<file path="config.mk">
export PLATFORM = sky130hd
export DESIGN_NAME = gpc_gpio_top
export DESIGN_NICKNAME = d
export VERILOG_FILES = /design/src/inc/gpc_pkg.sv /design/src/hw/gpc_gpio_top.sv /design/src/hw/gpc_in_sampler.sv /design/src/hw/gpc_pin_cell.sv
export VERILOG_INCLUDE_DIRS = /design/src /design/src/inc
export SDC_FILE = /design/constraint.sdc
export NUM_CORES = 1
export LEC_CHECK = 0
export ABC_AREA = 1
export ABC_CLOCK_PERIOD_IN_PS = 1650
export BUFFER_PORTS_ARGS = -buffer_cell sky130_fd_sc_hd__buf_2
export CORE_MARGIN = 8
export CORE_UTILIZATION = 30
export DETAILED_ROUTE_END_ITERATION = 10
export GPL_TIMING_DRIVEN = 1
export SLEW_MARGIN = 30
export SYNTH_ARGS = -nofsm -noshare
export SYNTH_HDL_FRONTEND = slang
export SYNTH_SLANG_ARGS = --single-unit
</file>
<file path="constraint.sdc">
create_clock -name clk_sys_in -period 1.65 [get_ports clk_sys_in]
set_input_delay 0.2475 -clock clk_sys_in [delete_from_list [all_inputs] [get_ports clk_sys_in]]
set_output_delay 0.2475 -clock clk_sys_in [all_outputs]
set_load 0.01 [all_outputs]
</file>
<file path="src/inc/gpc_defs.svh">
`ifndef GPC_DEFS_SVH
`define GPC_DEFS_SVH

// ********************************************************************
// pin counts and masks
// ********************************************************************
`define GPC_NUM_PINS 11
`define GPC_ALT_CAPABLE_MASK 11'h7BF
`define GPC_ALT_OUTPUT_MASK 11'h783
`define GPC_ALT_INPUT_MASK 11'h03C

// ********************************************************************
// alternate function pin positions
// ********************************************************************
`define GPC_PIN_DS1_RESET 8
`define GPC_PIN_DS2_RESET 0
`define GPC_PIN_DS3_RESET 9
`define GPC_PIN_DS4_RESET 1
`define GPC_PIN_DS5_RESET 10
`define GPC_PIN_EXP_IRQ0 2
`define GPC_PIN_EVENT 7

// ********************************************************************
// register selectors on the configuration access port
// ********************************************************************
`define GPC_SEL_FUNCTION 2'h0
`define GPC_SEL_DIRECTION 2'h1
`define GPC_SEL_DATA 2'h2

// ********************************************************************
// reset values
// ********************************************************************
`define GPC_FUNC_RESET 11'h000
`define GPC_DIR_RESET 11'h000
`define GPC_OUT_RESET 11'h000

// ********************************************************************
// timing
// ********************************************************************
`define GPC_CLK_PERIOD_NS 10
`define GPC_SAMPLE_MIN_NS 128
`define GPC_SAMPLE_CYC ((`GPC_SAMPLE_MIN_NS + `GPC_CLK_PERIOD_NS - 1) / `GPC_CLK_PERIOD_NS)

`endif

</file>
<file path="src/inc/gpc_pkg.sv">
package gpc_pkg;

    // one configuration access aimed at the pin registers
    typedef struct packed {
        logic wr;
        logic rd;
        logic [1:0] sel;
        logic [31:0] wdata;
    } gpc_cfg_req_t;

    // registered read answer
    typedef struct packed {
        logic valid;
        logic [31:0] rdata;
    } gpc_cfg_rsp_t;

    // per pin mode, one-hot
    typedef enum logic [2:0] {
        GPC_MODE_INPUT = 3'b001,
        GPC_MODE_OUTPUT = 3'b010,
        GPC_MODE_ALT = 3'b100
    } gpc_mode_t;

endpackage

</file>
<file path="src/hw/gpc_gpio_top.sv">
// Functional notes
// (RULE1) eleven pins: input, output or alternate
// (RULE2) pin six has no alternate function
// (RULE3) pins 8,0,9,1,10 drive downstream resets 1-5
// (RULE4) pins 2-5 carry expander interrupts 0-3
// (RULE5) pin seven drives the event output
// (RULE6) reset: all pins general purpose inputs
// (RULE7) inputs synchronised, sampled at most every 128ns
// (RULE8) unused alternate signals held inactive
// (RULE9) one bit per pin, same position everywhere
// (RULE10) function bit selects alternate, else direction decides
// (RULE11) input mode captures pin into data bit
// (RULE12) data reads return real pin levels
// (RULE13) output mode drives stored data bit
// (RULE14) registers reached by configuration accesses
// (RULE15) upper bits read zero; output value retained
`timescale 1ns/1ns
`include "gpc_defs.svh"

module gpc_gpio_top #(
    parameter int N = `GPC_NUM_PINS,
    parameter int SAMPLE_CYC = `GPC_SAMPLE_CYC
) (
    input wire logic clk_sys_in,
    input wire logic reset_n_in,
    input wire gpc_pkg::gpc_cfg_req_t cfg_req_in,
    output gpc_pkg::gpc_cfg_rsp_t cfg_rsp_out,
    input wire logic [N-1:0] gpio_pin_in,
    output logic [N-1:0] gpio_pin_out,
    output logic [N-1:0] gpio_pin_oe_out,
    input wire logic downstream1_reset_n_in,
    input wire logic downstream2_reset_n_in,
    input wire logic downstream3_reset_n_in,
    input wire logic downstream4_reset_n_in,
    input wire logic downstream5_reset_n_in,
    input wire logic general_event_n_in,
    output logic [3:0] expander_irq_n_out
);

    // ****************************************************************
    // parameter checks
    // ****************************************************************
    // the alternate function map is fixed to eleven pins
    if (N != `GPC_NUM_PINS) begin : g_bad_n
        $error("gpc_gpio_top: N must equal the fixed pin count of the alternate map");
    end
    // a shorter interval would let the data register follow the pins too closely
    if (SAMPLE_CYC < `GPC_SAMPLE_CYC) begin : g_bad_cyc // (RULE7)
        $error("gpc_gpio_top: SAMPLE_CYC is below the minimum sample interval");
    end
    // the role masks must split the capable pins into drivers and receivers
    if ((`GPC_ALT_OUTPUT_MASK & `GPC_ALT_INPUT_MASK) != 11'h000) begin : g_bad_roles
        $error("gpc_gpio_top: a pin cannot be both alternate output and input");
    end
    if ((`GPC_ALT_OUTPUT_MASK | `GPC_ALT_INPUT_MASK) != `GPC_ALT_CAPABLE_MASK) begin : g_bad_cover
        $error("gpc_gpio_top: every alternate capable pin needs a role");
    end

    // ****************************************************************
    // pin registers
    // ****************************************************************
    logic [N-1:0] func_q;
    logic [N-1:0] dir_q;
    logic [N-1:0] out_data_q;
    logic [N-1:0] level_sync;
    logic [N-1:0] level_sampled;

    wire [N-1:0] alt_capable = N'(`GPC_ALT_CAPABLE_MASK);
    wire [N-1:0] alt_drives = N'(`GPC_ALT_OUTPUT_MASK);
    wire [N-1:0] wdata_pins = cfg_req_in.wdata[N-1:0];
    // the fourth selector matches none of these: writes drop, reads give zero
    wire sel_func = (cfg_req_in.sel == `GPC_SEL_FUNCTION);
    wire sel_dir = (cfg_req_in.sel == `GPC_SEL_DIRECTION);
    wire sel_data = (cfg_req_in.sel == `GPC_SEL_DATA);
    wire wr_func = cfg_req_in.wr && sel_func;
    wire wr_dir = cfg_req_in.wr && sel_dir;
    wire wr_data = cfg_req_in.wr && sel_data;

    // pin six cannot leave the general purpose function
    wire [N-1:0] func_d = wdata_pins & alt_capable; // (RULE2)

    // bits above the pin field are dropped on write
    always_ff @(posedge clk_sys_in or negedge reset_n_in) begin
        if (!reset_n_in) begin
            func_q <= N'(`GPC_FUNC_RESET); // (RULE6)
        end else if (wr_func) begin
            func_q <= func_d; // (RULE14)
        end
    end

    always_ff @(posedge clk_sys_in or negedge reset_n_in) begin
        if (!reset_n_in) begin
            dir_q <= N'(`GPC_DIR_RESET); // (RULE6)
        end else if (wr_dir) begin
            dir_q <= wdata_pins; // (RULE9)
        end
    end

    // kept whatever the mode, so output mode starts from it
    always_ff @(posedge clk_sys_in or negedge reset_n_in) begin
        if (!reset_n_in) begin
            out_data_q <= N'(`GPC_OUT_RESET);
        end else if (wr_data) begin
            out_data_q <= wdata_pins; // (RULE15)
        end
    end

    // ****************************************************************
    // pin input sampling
    // ****************************************************************
    gpc_in_sampler #(
        .N(N),
        .SAMPLE_CYC(SAMPLE_CYC)
    ) u_sampler (
        .clk_sys_in(clk_sys_in),
        .reset_n_in(reset_n_in),
        .pin_in(gpio_pin_in),
        .level_sync_out(level_sync),
        .level_sampled_out(level_sampled) // (RULE11)
    );

    // ****************************************************************
    // alternate function sources
    // ****************************************************************
    logic [N-1:0] alt_val;

    always_comb begin
        alt_val = '1;
        alt_val[`GPC_PIN_DS1_RESET] = downstream1_reset_n_in; // (RULE3)
        alt_val[`GPC_PIN_DS2_RESET] = downstream2_reset_n_in; // (RULE3)
        alt_val[`GPC_PIN_DS3_RESET] = downstream3_reset_n_in; // (RULE3)
        alt_val[`GPC_PIN_DS4_RESET] = downstream4_reset_n_in; // (RULE3)
        alt_val[`GPC_PIN_DS5_RESET] = downstream5_reset_n_in; // (RULE3)
        alt_val[`GPC_PIN_EVENT] = general_event_n_in; // (RULE5)
    end

    // ****************************************************************
    // per pin drivers
    // ****************************************************************
    for (genvar i = 0; i < N; i++) begin : g_pin
        gpc_pin_cell u_cell (
            .clk_sys_in(clk_sys_in),
            .reset_n_in(reset_n_in),
            .func_in(func_q[i]), // (RULE1)
            .dir_in(dir_q[i]),
            .out_val_in(out_data_q[i]),
            .alt_val_in(alt_val[i]),
            .alt_drives_in(alt_drives[i]),
            .pin_out(gpio_pin_out[i]),
            .pin_oe_out(gpio_pin_oe_out[i])
        );
    end

    // ****************************************************************
    // expander interrupts toward the core
    // ****************************************************************
    // outside alternate mode the core sees a quiet, high interrupt
    logic [3:0] irq_n_q;
    wire [3:0] irq_alt = func_q[`GPC_PIN_EXP_IRQ0 +: 4];
    wire [3:0] irq_n_d = ~irq_alt | level_sync[`GPC_PIN_EXP_IRQ0 +: 4]; // (RULE4) (RULE8)

    always_ff @(posedge clk_sys_in or negedge reset_n_in) begin
        if (!reset_n_in) begin
            irq_n_q <= 4'hF;
        end else begin
            irq_n_q <= irq_n_d;
        end
    end

    assign expander_irq_n_out = irq_n_q;

    // ****************************************************************
    // configuration read path
    // ****************************************************************
    // zero-extended views of the three registers
    wire [31:0] word_func = 32'(func_q);
    wire [31:0] word_dir = 32'(dir_q);
    // real pin level in every mode, not the stored output value
    wire [31:0] word_data = 32'(level_sampled); // (RULE12) (RULE15)
    wire [31:0] rdata_d = sel_func ? word_func :
                          sel_dir ? word_dir :
                          sel_data ? word_data : 32'h0000_0000;
    // data stays zero between answers so a stale word is never taken for a fresh one
    wire [31:0] rsp_rdata_d = cfg_req_in.rd ? rdata_d : 32'h0000_0000;
    logic rsp_valid_q;
    logic [31:0] rsp_rdata_q;

    always_ff @(posedge clk_sys_in or negedge reset_n_in) begin
        if (!reset_n_in) begin
            rsp_valid_q <= 1'b0;
        end else begin
            rsp_valid_q <= cfg_req_in.rd;
        end
    end

    always_ff @(posedge clk_sys_in or negedge reset_n_in) begin
        if (!reset_n_in) begin
            rsp_rdata_q <= 32'h0000_0000;
        end else begin
            rsp_rdata_q <= rsp_rdata_d; // (RULE14)
        end
    end

    assign cfg_rsp_out = '{valid: rsp_valid_q, rdata: rsp_rdata_q};

endmodule // gpc_gpio_top

</file>
<file path="src/hw/gpc_in_sampler.sv">
`timescale 1ns/1ns
`include "gpc_defs.svh"

module gpc_in_sampler #(
    parameter int N = `GPC_NUM_PINS,
    parameter int SAMPLE_CYC = `GPC_SAMPLE_CYC
) (
    input wire logic clk_sys_in,
    input wire logic reset_n_in,
    input wire logic [N-1:0] pin_in,
    output logic [N-1:0] level_sync_out,
    output logic [N-1:0] level_sampled_out
);

    localparam int CW = $clog2(SAMPLE_CYC + 1);

    if (SAMPLE_CYC < 1) begin : g_bad_cyc
        $error("gpc_in_sampler: SAMPLE_CYC must be at least 1");
    end

    logic [N-1:0] meta_q;
    logic [N-1:0] sync_q;
    logic [N-1:0] sampled_q;
    logic [CW-1:0] cnt_q;
    logic [CW-1:0] cnt_d;
    wire tick = (cnt_q == CW'(SAMPLE_CYC - 1));

    // pins are asynchronous: two flops before anything looks at them
    always_ff @(posedge clk_sys_in or negedge reset_n_in) begin
        if (!reset_n_in) begin
            meta_q <= '0;
            sync_q <= '0;
        end else begin
            meta_q <= pin_in;
            sync_q <= meta_q;
        end
    end

    assign cnt_d = tick ? '0 : cnt_q + CW'(1);

    // capture no more often than once per sample interval
    always_ff @(posedge clk_sys_in or negedge reset_n_in) begin
        if (!reset_n_in) begin
            cnt_q <= '0;
            sampled_q <= '0;
        end else begin
            cnt_q <= cnt_d;
            if (tick) begin
                sampled_q <= sync_q; // (RULE7)
            end
        end
    end

    assign level_sync_out = sync_q;
    assign level_sampled_out = sampled_q;

endmodule // gpc_in_sampler

</file>
<file path="src/hw/gpc_pin_cell.sv">
`timescale 1ns/1ns

module gpc_pin_cell (
    input wire logic clk_sys_in,
    input wire logic reset_n_in,
    input wire logic func_in,
    input wire logic dir_in,
    input wire logic out_val_in,
    input wire logic alt_val_in,
    input wire logic alt_drives_in,
    output logic pin_out,
    output logic pin_oe_out
);

    gpc_pkg::gpc_mode_t mode;
    logic drive_d;
    logic oe_d;

    // function bit wins over direction
    assign mode = func_in ? gpc_pkg::GPC_MODE_ALT :
                  (dir_in ? gpc_pkg::GPC_MODE_OUTPUT : gpc_pkg::GPC_MODE_INPUT); // (RULE10)

    always_comb begin
        drive_d = 1'b0;
        oe_d = 1'b0;
        unique case (mode)
            gpc_pkg::GPC_MODE_INPUT: begin
                drive_d = 1'b0;
                oe_d = 1'b0;
            end
            gpc_pkg::GPC_MODE_OUTPUT: begin
                drive_d = out_val_in; // (RULE13)
                oe_d = 1'b1;
            end
            gpc_pkg::GPC_MODE_ALT: begin
                drive_d = alt_val_in;
                oe_d = alt_drives_in;
            end
        endcase
    end

    // reset leaves the pin undriven, i.e. a plain input
    always_ff @(posedge clk_sys_in or negedge reset_n_in) begin
        if (!reset_n_in) begin
            pin_out <= 1'b0;
            pin_oe_out <= 1'b0; // (RULE6)
        end else begin
            pin_out <= drive_d;
            pin_oe_out <= oe_d;
        end
    end

endmodule // gpc_pin_cell

</file>
==> results of run 1 <==
[worst max-delay path: stages (launching register included)]
cell and delay, ns:
dfrtp_1 0.40, inv_1 0.09, ha_1 0.16, nand3_2 0.30
inv_2 0.24, nand2_1 0.08, nand2_1 0.06
[cells by family after synthesis]
group	synth area share, %
and+or+nand+nor	13.97
DFF	63.98
buffers and inverters	13.55
AOI/OAI and AO/OA	7.610
adders and majority gates	0.5967
xor gates and xnor gates	0.2089
other	0.08944
[power groups by stage]
| stage | clock, uW | sequential, uW | combinational, uW |
|---|---|---|---|
| floorplan | 0 | 3120 | 578 |
| global placement | 0 | 3130 | 708 |
| detailed placement | 0 | 3140 | 724 |
| CTS | 2100 | 3100 | 749 |
| global route | 2210 | 3140 | 831 |
| finish | 2030 | 3090 | 729 |
[how the worst max path moves through the flow]
stage	start	to	slack, ns	cells after the start
2_1_floorplan	u_sampler.cnt_q[0]	u_sampler.level_sampled_out[0]	0.50	6
3_3_place_gp	cfg_req_in[33]	out_data_q[10]	0.26	7
3_5_place_dp	cfg_req_in[32]	dir_q[3]	0.23	6
4_1_cts	u_sampler.cnt_q[0]	u_sampler.level_sampled_out[7]	0.23	6
5_1_grt	u_sampler.cnt_q[0]	u_sampler.level_sampled_out[0]	0.07	6
6_report	u_sampler.cnt_q[0]	u_sampler.level_sampled_out[7]	0.25	6
[metrics by stage]
step	power, uW	util [%]
after floorplan	3696	-
after global placement	3842	32.89
after detailed placement	3869	32.89
after CTS	5948	35.80
after global routing	6177	35.80
final	5852	35.82
[flip-flops by register name (all words and copies together), names as in the netlist]
name	cells
u_sampler.meta_q	11
dir_q	11
u_sampler.level_sync_out	11
rsp_valid_q	1
g_pin.u_cell.pin_out	11
func_q	10
u_sampler.cnt_q	4
expander_irq_n_out	4
u_sampler.level_sampled_out	11
rsp_rdata_q	11
out_data_q	11
g_pin.u_cell.pin_oe_out	11
[placed cells by master, fill, tap and decap left out, types with 6 or more instances in the layout]
master / instances
dfrtp_1: 103
nand2_1: 89
buf_2: 70
inv_1: 39
nand3_1: 31
o21ai_1: 25
conb_1: 21
a21oi_1: 12
dlygate4sd3_1: 12
o21ai_2: 11
clkbuf_16: 9
nor2_1: 8
buf_4: 7
or2_1: 6
[layout make-up]
| cell class | count | area share, % |
|---|---|---|
| Antenna cell | 1 | 0.05072 |
| Clock buffer | 9 | 4.565 |
| Sequential cell | 107 | 54.37 |
| Tap cell | 180 | 4.565 |
| Timing Repair Buffer | 91 | 11.41 |
| Inverter | 43 | 3.272 |
| Multi-Input combinational cell | 215 | 20.62 |
| Clock inverter | 7 | 1.141 |
[routing by layer]
layer | wire length, um | GRT usage [%] | up-vias
met5 | 0 | 0 | -
met4 | 104 | 3.369 | 0
met3 | 578 | 3.927 | 8
met2 | 3878 | 15.17 | 71
met1 | 3735 | 11.74 | 1237
li1 | - | - | 1316
==> run metrics, run 1 <==
post-synthesis cell count=approximately 400; grt ovf=0; CTS tree=yes; Worst-Skew Late Latency=between 0.3 and 0.4 ns; DIE AREA=roughly 18,000 um^2; Reg2Reg Depth=6; FF-to-FF Start=u_sampler.cnt_q[0]; Clock transition at path regs=0.08 ns; Reg area=between 2000 and 3000 um^2; Sequential Power Share=between 50% and 60%; largest net degree at the start of global routing=62; PnR worst setup slack=around 0.25 ns; mapped cell area=approximately 4200 um^2; core area=around 14,000 um^2; CTS Buf Count=9; worst hold margin=about 0.13 ns; fin crit period=roughly 1.4 ns; worst rel slew slack=62.83%; Initial Util=around 30%; H-Tree Depth=3; Initial DRC Count=approximately 100; DR WL/cell=approximately 13 um; FFs w/ async S/R, synth=100.0%; worst flop-to-flop path endpoint=u_sampler.level_sampled_out[7]; most frequent cell after synthesis=dfrtp_1; Die Width=between 100 and 150 um; CP required=about 1.9 ns; Post-Route Setup TNS=0 ns; vias after detailed routing=roughly 2.6k; period utilization=a little over four fifths; floorplan row count=43; GRT Total Usage=under 10%; Die Y=around 130 um; layout cells sized above 1=around a quarter; Worst Path Arrival=~1.7 ns; Post-CTS Hold Fix Bufs=12; commonest register cell after synthesis=dfrtp_1; Max Transition Viols Final=0; max-cap violations=0; setup bufs post-CTS=0; Final Instance Count excl. Fillers=between 600 and 700; combinational power share=around an eighth; Post-Syn Area per Cell=approximately 10 um^2; Synth top cells by count=103 x dfrtp_1, 89 x nand2_1, 44 x buf_4; # resized after CTS=0; CP max FO=18; P_leak=about 0.0026 uW; Yosys top cell by area=dfrtp_1; Setup Viol. Count Final=0; vias in the first global route=about 2.7k; post-synth top area share=about three fifths; Via density=4.031; clk sinks=107; sequential cell area fraction in the yosys report=between 60% and 70%; DP Cell Count=roughly 620; Yosys cell types=23; Nets=524; WHS Path Cells=3; clock network fraction of total power=about a third; area grow syn2layout=17.67%; #FFs+latches synth=between 100 and 150; endpoints failing hold=0; buffers added on ports=71; drt drc=0; P_sw=between 1500 and 2000 uW; routed wire length=8.296 mm; worst slew pin tran=0.5556 ns; drt pass-1 iters=4; dpl hpwl=between 5 and 6 mm; r2r setup slk=roughly 0.25 ns; Power per Cell Area=roughly 1200 nW/um^2; post-route cell area=between 4000 and 5000 um^2; filler cell count=~1.4k; Sw Share=26.75%; type of the worst setup path=flip-flop to flip-flop; Pint=~4300 uW; worst vdd ir=about 0.00053 V; synth top area cells=dfrtp_1 61%, nand2_1 8.0%, buf_4 7.9%; Clock Tree Root=clkbuf_16; Placement Setup Slack=between 0.2 and 0.25 ns; Post-DRT Antenna Nets=0; multi-input logic area=1017 um^2; Hold EP=g_pin[9].u_cell.pin_out; type of the most critical hold path=primary input to flip-flop; Post-synth EDFFs=0; worst-case clock buffer depth=2; Setup crit end kind=flip-flop; Synth warnings=0; placed cell area=about 4500 um^2; IO Count=114; Setup crit start kind=flip-flop; RSZ-0062 raised after global routing=no; GPL Wtd Cong=0.7248; Hold Crit Start=downstream3_reset_n_in; status=complete, no violations; initial antenna violation count=0; final setup skew=0.008965 ns; first-pass GRT wire length=roughly 14 mm; highest clock rate=714.5 MHz
Note: power is estimated with default switching activity, not from simulation.
==> run 2, diff against run 1 <==
--- a/config.mk
+++ b/config.mk
@@ -7,7 +7,7 @@
 export NUM_CORES = 1
 export LEC_CHECK = 0
 export ABC_AREA = 1
-export ABC_CLOCK_PERIOD_IN_PS = 1650
+export ABC_CLOCK_PERIOD_IN_PS = 1300
 export BUFFER_PORTS_ARGS = -buffer_cell sky130_fd_sc_hd__buf_2
 export CORE_MARGIN = 8
 export CORE_UTILIZATION = 30
==> constraint.sdc (replaced) <==
create_clock -name clk_sys_in -period 1.3 [get_ports clk_sys_in]
set_input_delay 0.195 -clock clk_sys_in [delete_from_list [all_inputs] [get_ports clk_sys_in]]
set_output_delay 0.195 -clock clk_sys_in [all_outputs]
set_load 0.01 [all_outputs]
==> run 2 against run 1 <==
Effect of this change:
- critical path depth shrank 5
- via count shrank 0.42%
- worst setup slack lost 0.13 ns
- non-clock buffer count grew 7
- count of clock-buffer cells in the layout grew 4
- final area grew 1.3%
- cell count grew 0.92%
- hold slack lost 0.051 ns
- clock power grew 25%
- register-to-register slack lost 0.10 ns
- first-iteration DRC count grew 78%
- highest routed layer unchanged
==> run metrics, run 2 (synthesis results as in run 1) <==
status=complete, no violations; Die Width=around 130 um; most frequent cells in the layout=103 x dfrtp_1, 89 x nand2_1, 70 x buf_2; drt drc=0; grt ovf=0; Clock Tree Root=clkbuf_16; layout cells sized above 1=25.68%; r2r setup slk=0.15 ns; CTS tree=yes; Setup crit end kind=output port; worst-case clock buffer depth=2; fin crit period=~1.2 ns; DIE AREA=18,020 um^2; vias in the first global route=about 2.7k; first-pass GRT wire length=approximately 14 mm; setup bufs post-CTS=0; final setup skew=about 0.0057 ns; RSZ-0062 raised after global routing=no; period utilization=about nine tenths; routed wire length=a little over 8 mm; P_leak=0.002643 uW; floorplan row count=43; Crit-path slowest cell=dfstp_2; met1 global-route usage=between 10% and 20%; Setup crit start kind=flip-flop; GRT Total Usage=a little under a tenth; FF-to-FF Start=u_sampler.cnt_q[0]; Die Y=between 100 and 150 um; M3 GR Usage=3.067%; Worst-Skew Late Latency=between 0.3 and 0.4 ns; WP buf/inv=1; Nets=approximately 530; Max Transition Viols Final=0; Initial Util=between 30% and 40%; Clock transition at path regs=~0.070 ns; PnR worst setup slack=about 0.12 ns; initial antenna violation count=0; Antenna Cells=0; crit path from=expander_irq_n_out[3]; largest net degree at the start of global routing=43; Placement Setup Slack=between 0.1 and 0.15 ns; grt met2 use=between 10% and 20%; Via density=3.977; max-cap violations=0; CP required=~1.1 ns; GRT busiest layer=met2; delay-heaviest family, CP=flip-flops; vias after detailed routing=roughly 2.6k; clk sinks=107; type of the most critical hold path=primary input to flip-flop; core area=13,770 um^2; dpl hpwl=between 6 and 7 mm; highest clock rate=844.4 MHz; Setup Viol. Count Final=0; area grow syn2layout=19.19%; crit-path cells=buf_2; IO Count=114; Worst Path Arrival=approximately 1 ns; CTS Buf Count=9; Largest stage delay, worst path=around 0.52 ns; type of the worst setup path=flip-flop to output port; drt pass-1 iters=4; Post-Route Setup TNS=0 ns; worst vdd ir=approximately 0.0006 V; DR WL/cell=between 10 and 15 um; Initial DRC Count=around 190; Hold Crit Start=downstream1_reset_n_in; H-Tree Depth=3; endpoints failing hold=0; Power per Cell Area=~1500 nW/um^2; Post-DRT Antenna Nets=0; GPL Wtd Cong=0.7518; buffers added on ports=71; CP max FO=1; commonest non-fill, non-tap cell in the layout=dfrtp_1
[run 2: worst reg2reg max path: cells and delay by family (launching register included)]
| family | cells | cell delay [ns] |
|---|---|---|
| AOI/OAI and AO/OA | 1 | 0.05 |
| adders and majority gates | 1 | 0.17 |
| buffers and inverters | 2 | 0.26 |
| DFF | 1 | 0.40 |
| and+or+nand+nor | 2 | 0.17 |
[run 2: repair_timing]
item / in CTS / in global routing
hold endpoints to repair: 28 / 0
gates resized for setup: 0 / 0
hold buffers: 12 / 0
[run 2: routing by layer]
layer | vias to the layer above | routed length [um]
met1 | 1222 | 3768
met2 | 61 | 3898
met3 | 6 | 467
li1 | 1332 | -
met4 | 0 | 98
met5 | - | 0
[run 2: report_power, final]
| group | internal (uW) | total (uW) | leakage, uW | switching (uW) |
|---|---|---|---|---|
| Combinational | 406 | 944 | 0.00121 | 538 |
| Clock | 1400 | 2530 | 0.000128 | 1130 |
| Sequential | 3720 | 3920 | 0.00130 | 209 |
[run 2: worst paths after layout]
| kind | to | cells after the start |
|---|---|---|
| min reg2reg | u_sampler.level_sync_out[6] | 0 |
| max | expander_irq_n_out[3] | 1 |
| min in group asynchronous | g_pin[4].u_cell.pin_out | 2 |
| max in group asynchronous | expander_irq_n_out[3] | 3 |
| max reg2reg | u_sampler.level_sampled_out[4] | 6 |
| min | g_pin[8].u_cell.pin_out | 3 |
[run 2: through the flow]
stage          hold slack (ns)  cell area [um^2]  total power, uW  instances  utilization, %
6_report               0.07847              4997             7401        659           36.28
5_1_grt                0.08416              4997             7810        659           36.28
4_1_cts                0.06390              4997             7521        659           36.28
3_5_place_dp            0.1229              4594             4928        631           33.36
3_3_place_gp            0.1218              4594             4892        631           33.36
2_1_floorplan          -0.1006              4268             4691        422               -
[run 2: final cells by class]
class                      count  area (um^2)
fill                        1415         8776
sequential                   107         2683
clock buffer                  13        260.3
timing repair buffer          98        628.1
clock inverter                 3        22.52
multi-input combinational    215         1017
inverter                      43        161.4
tap                          180        225.2
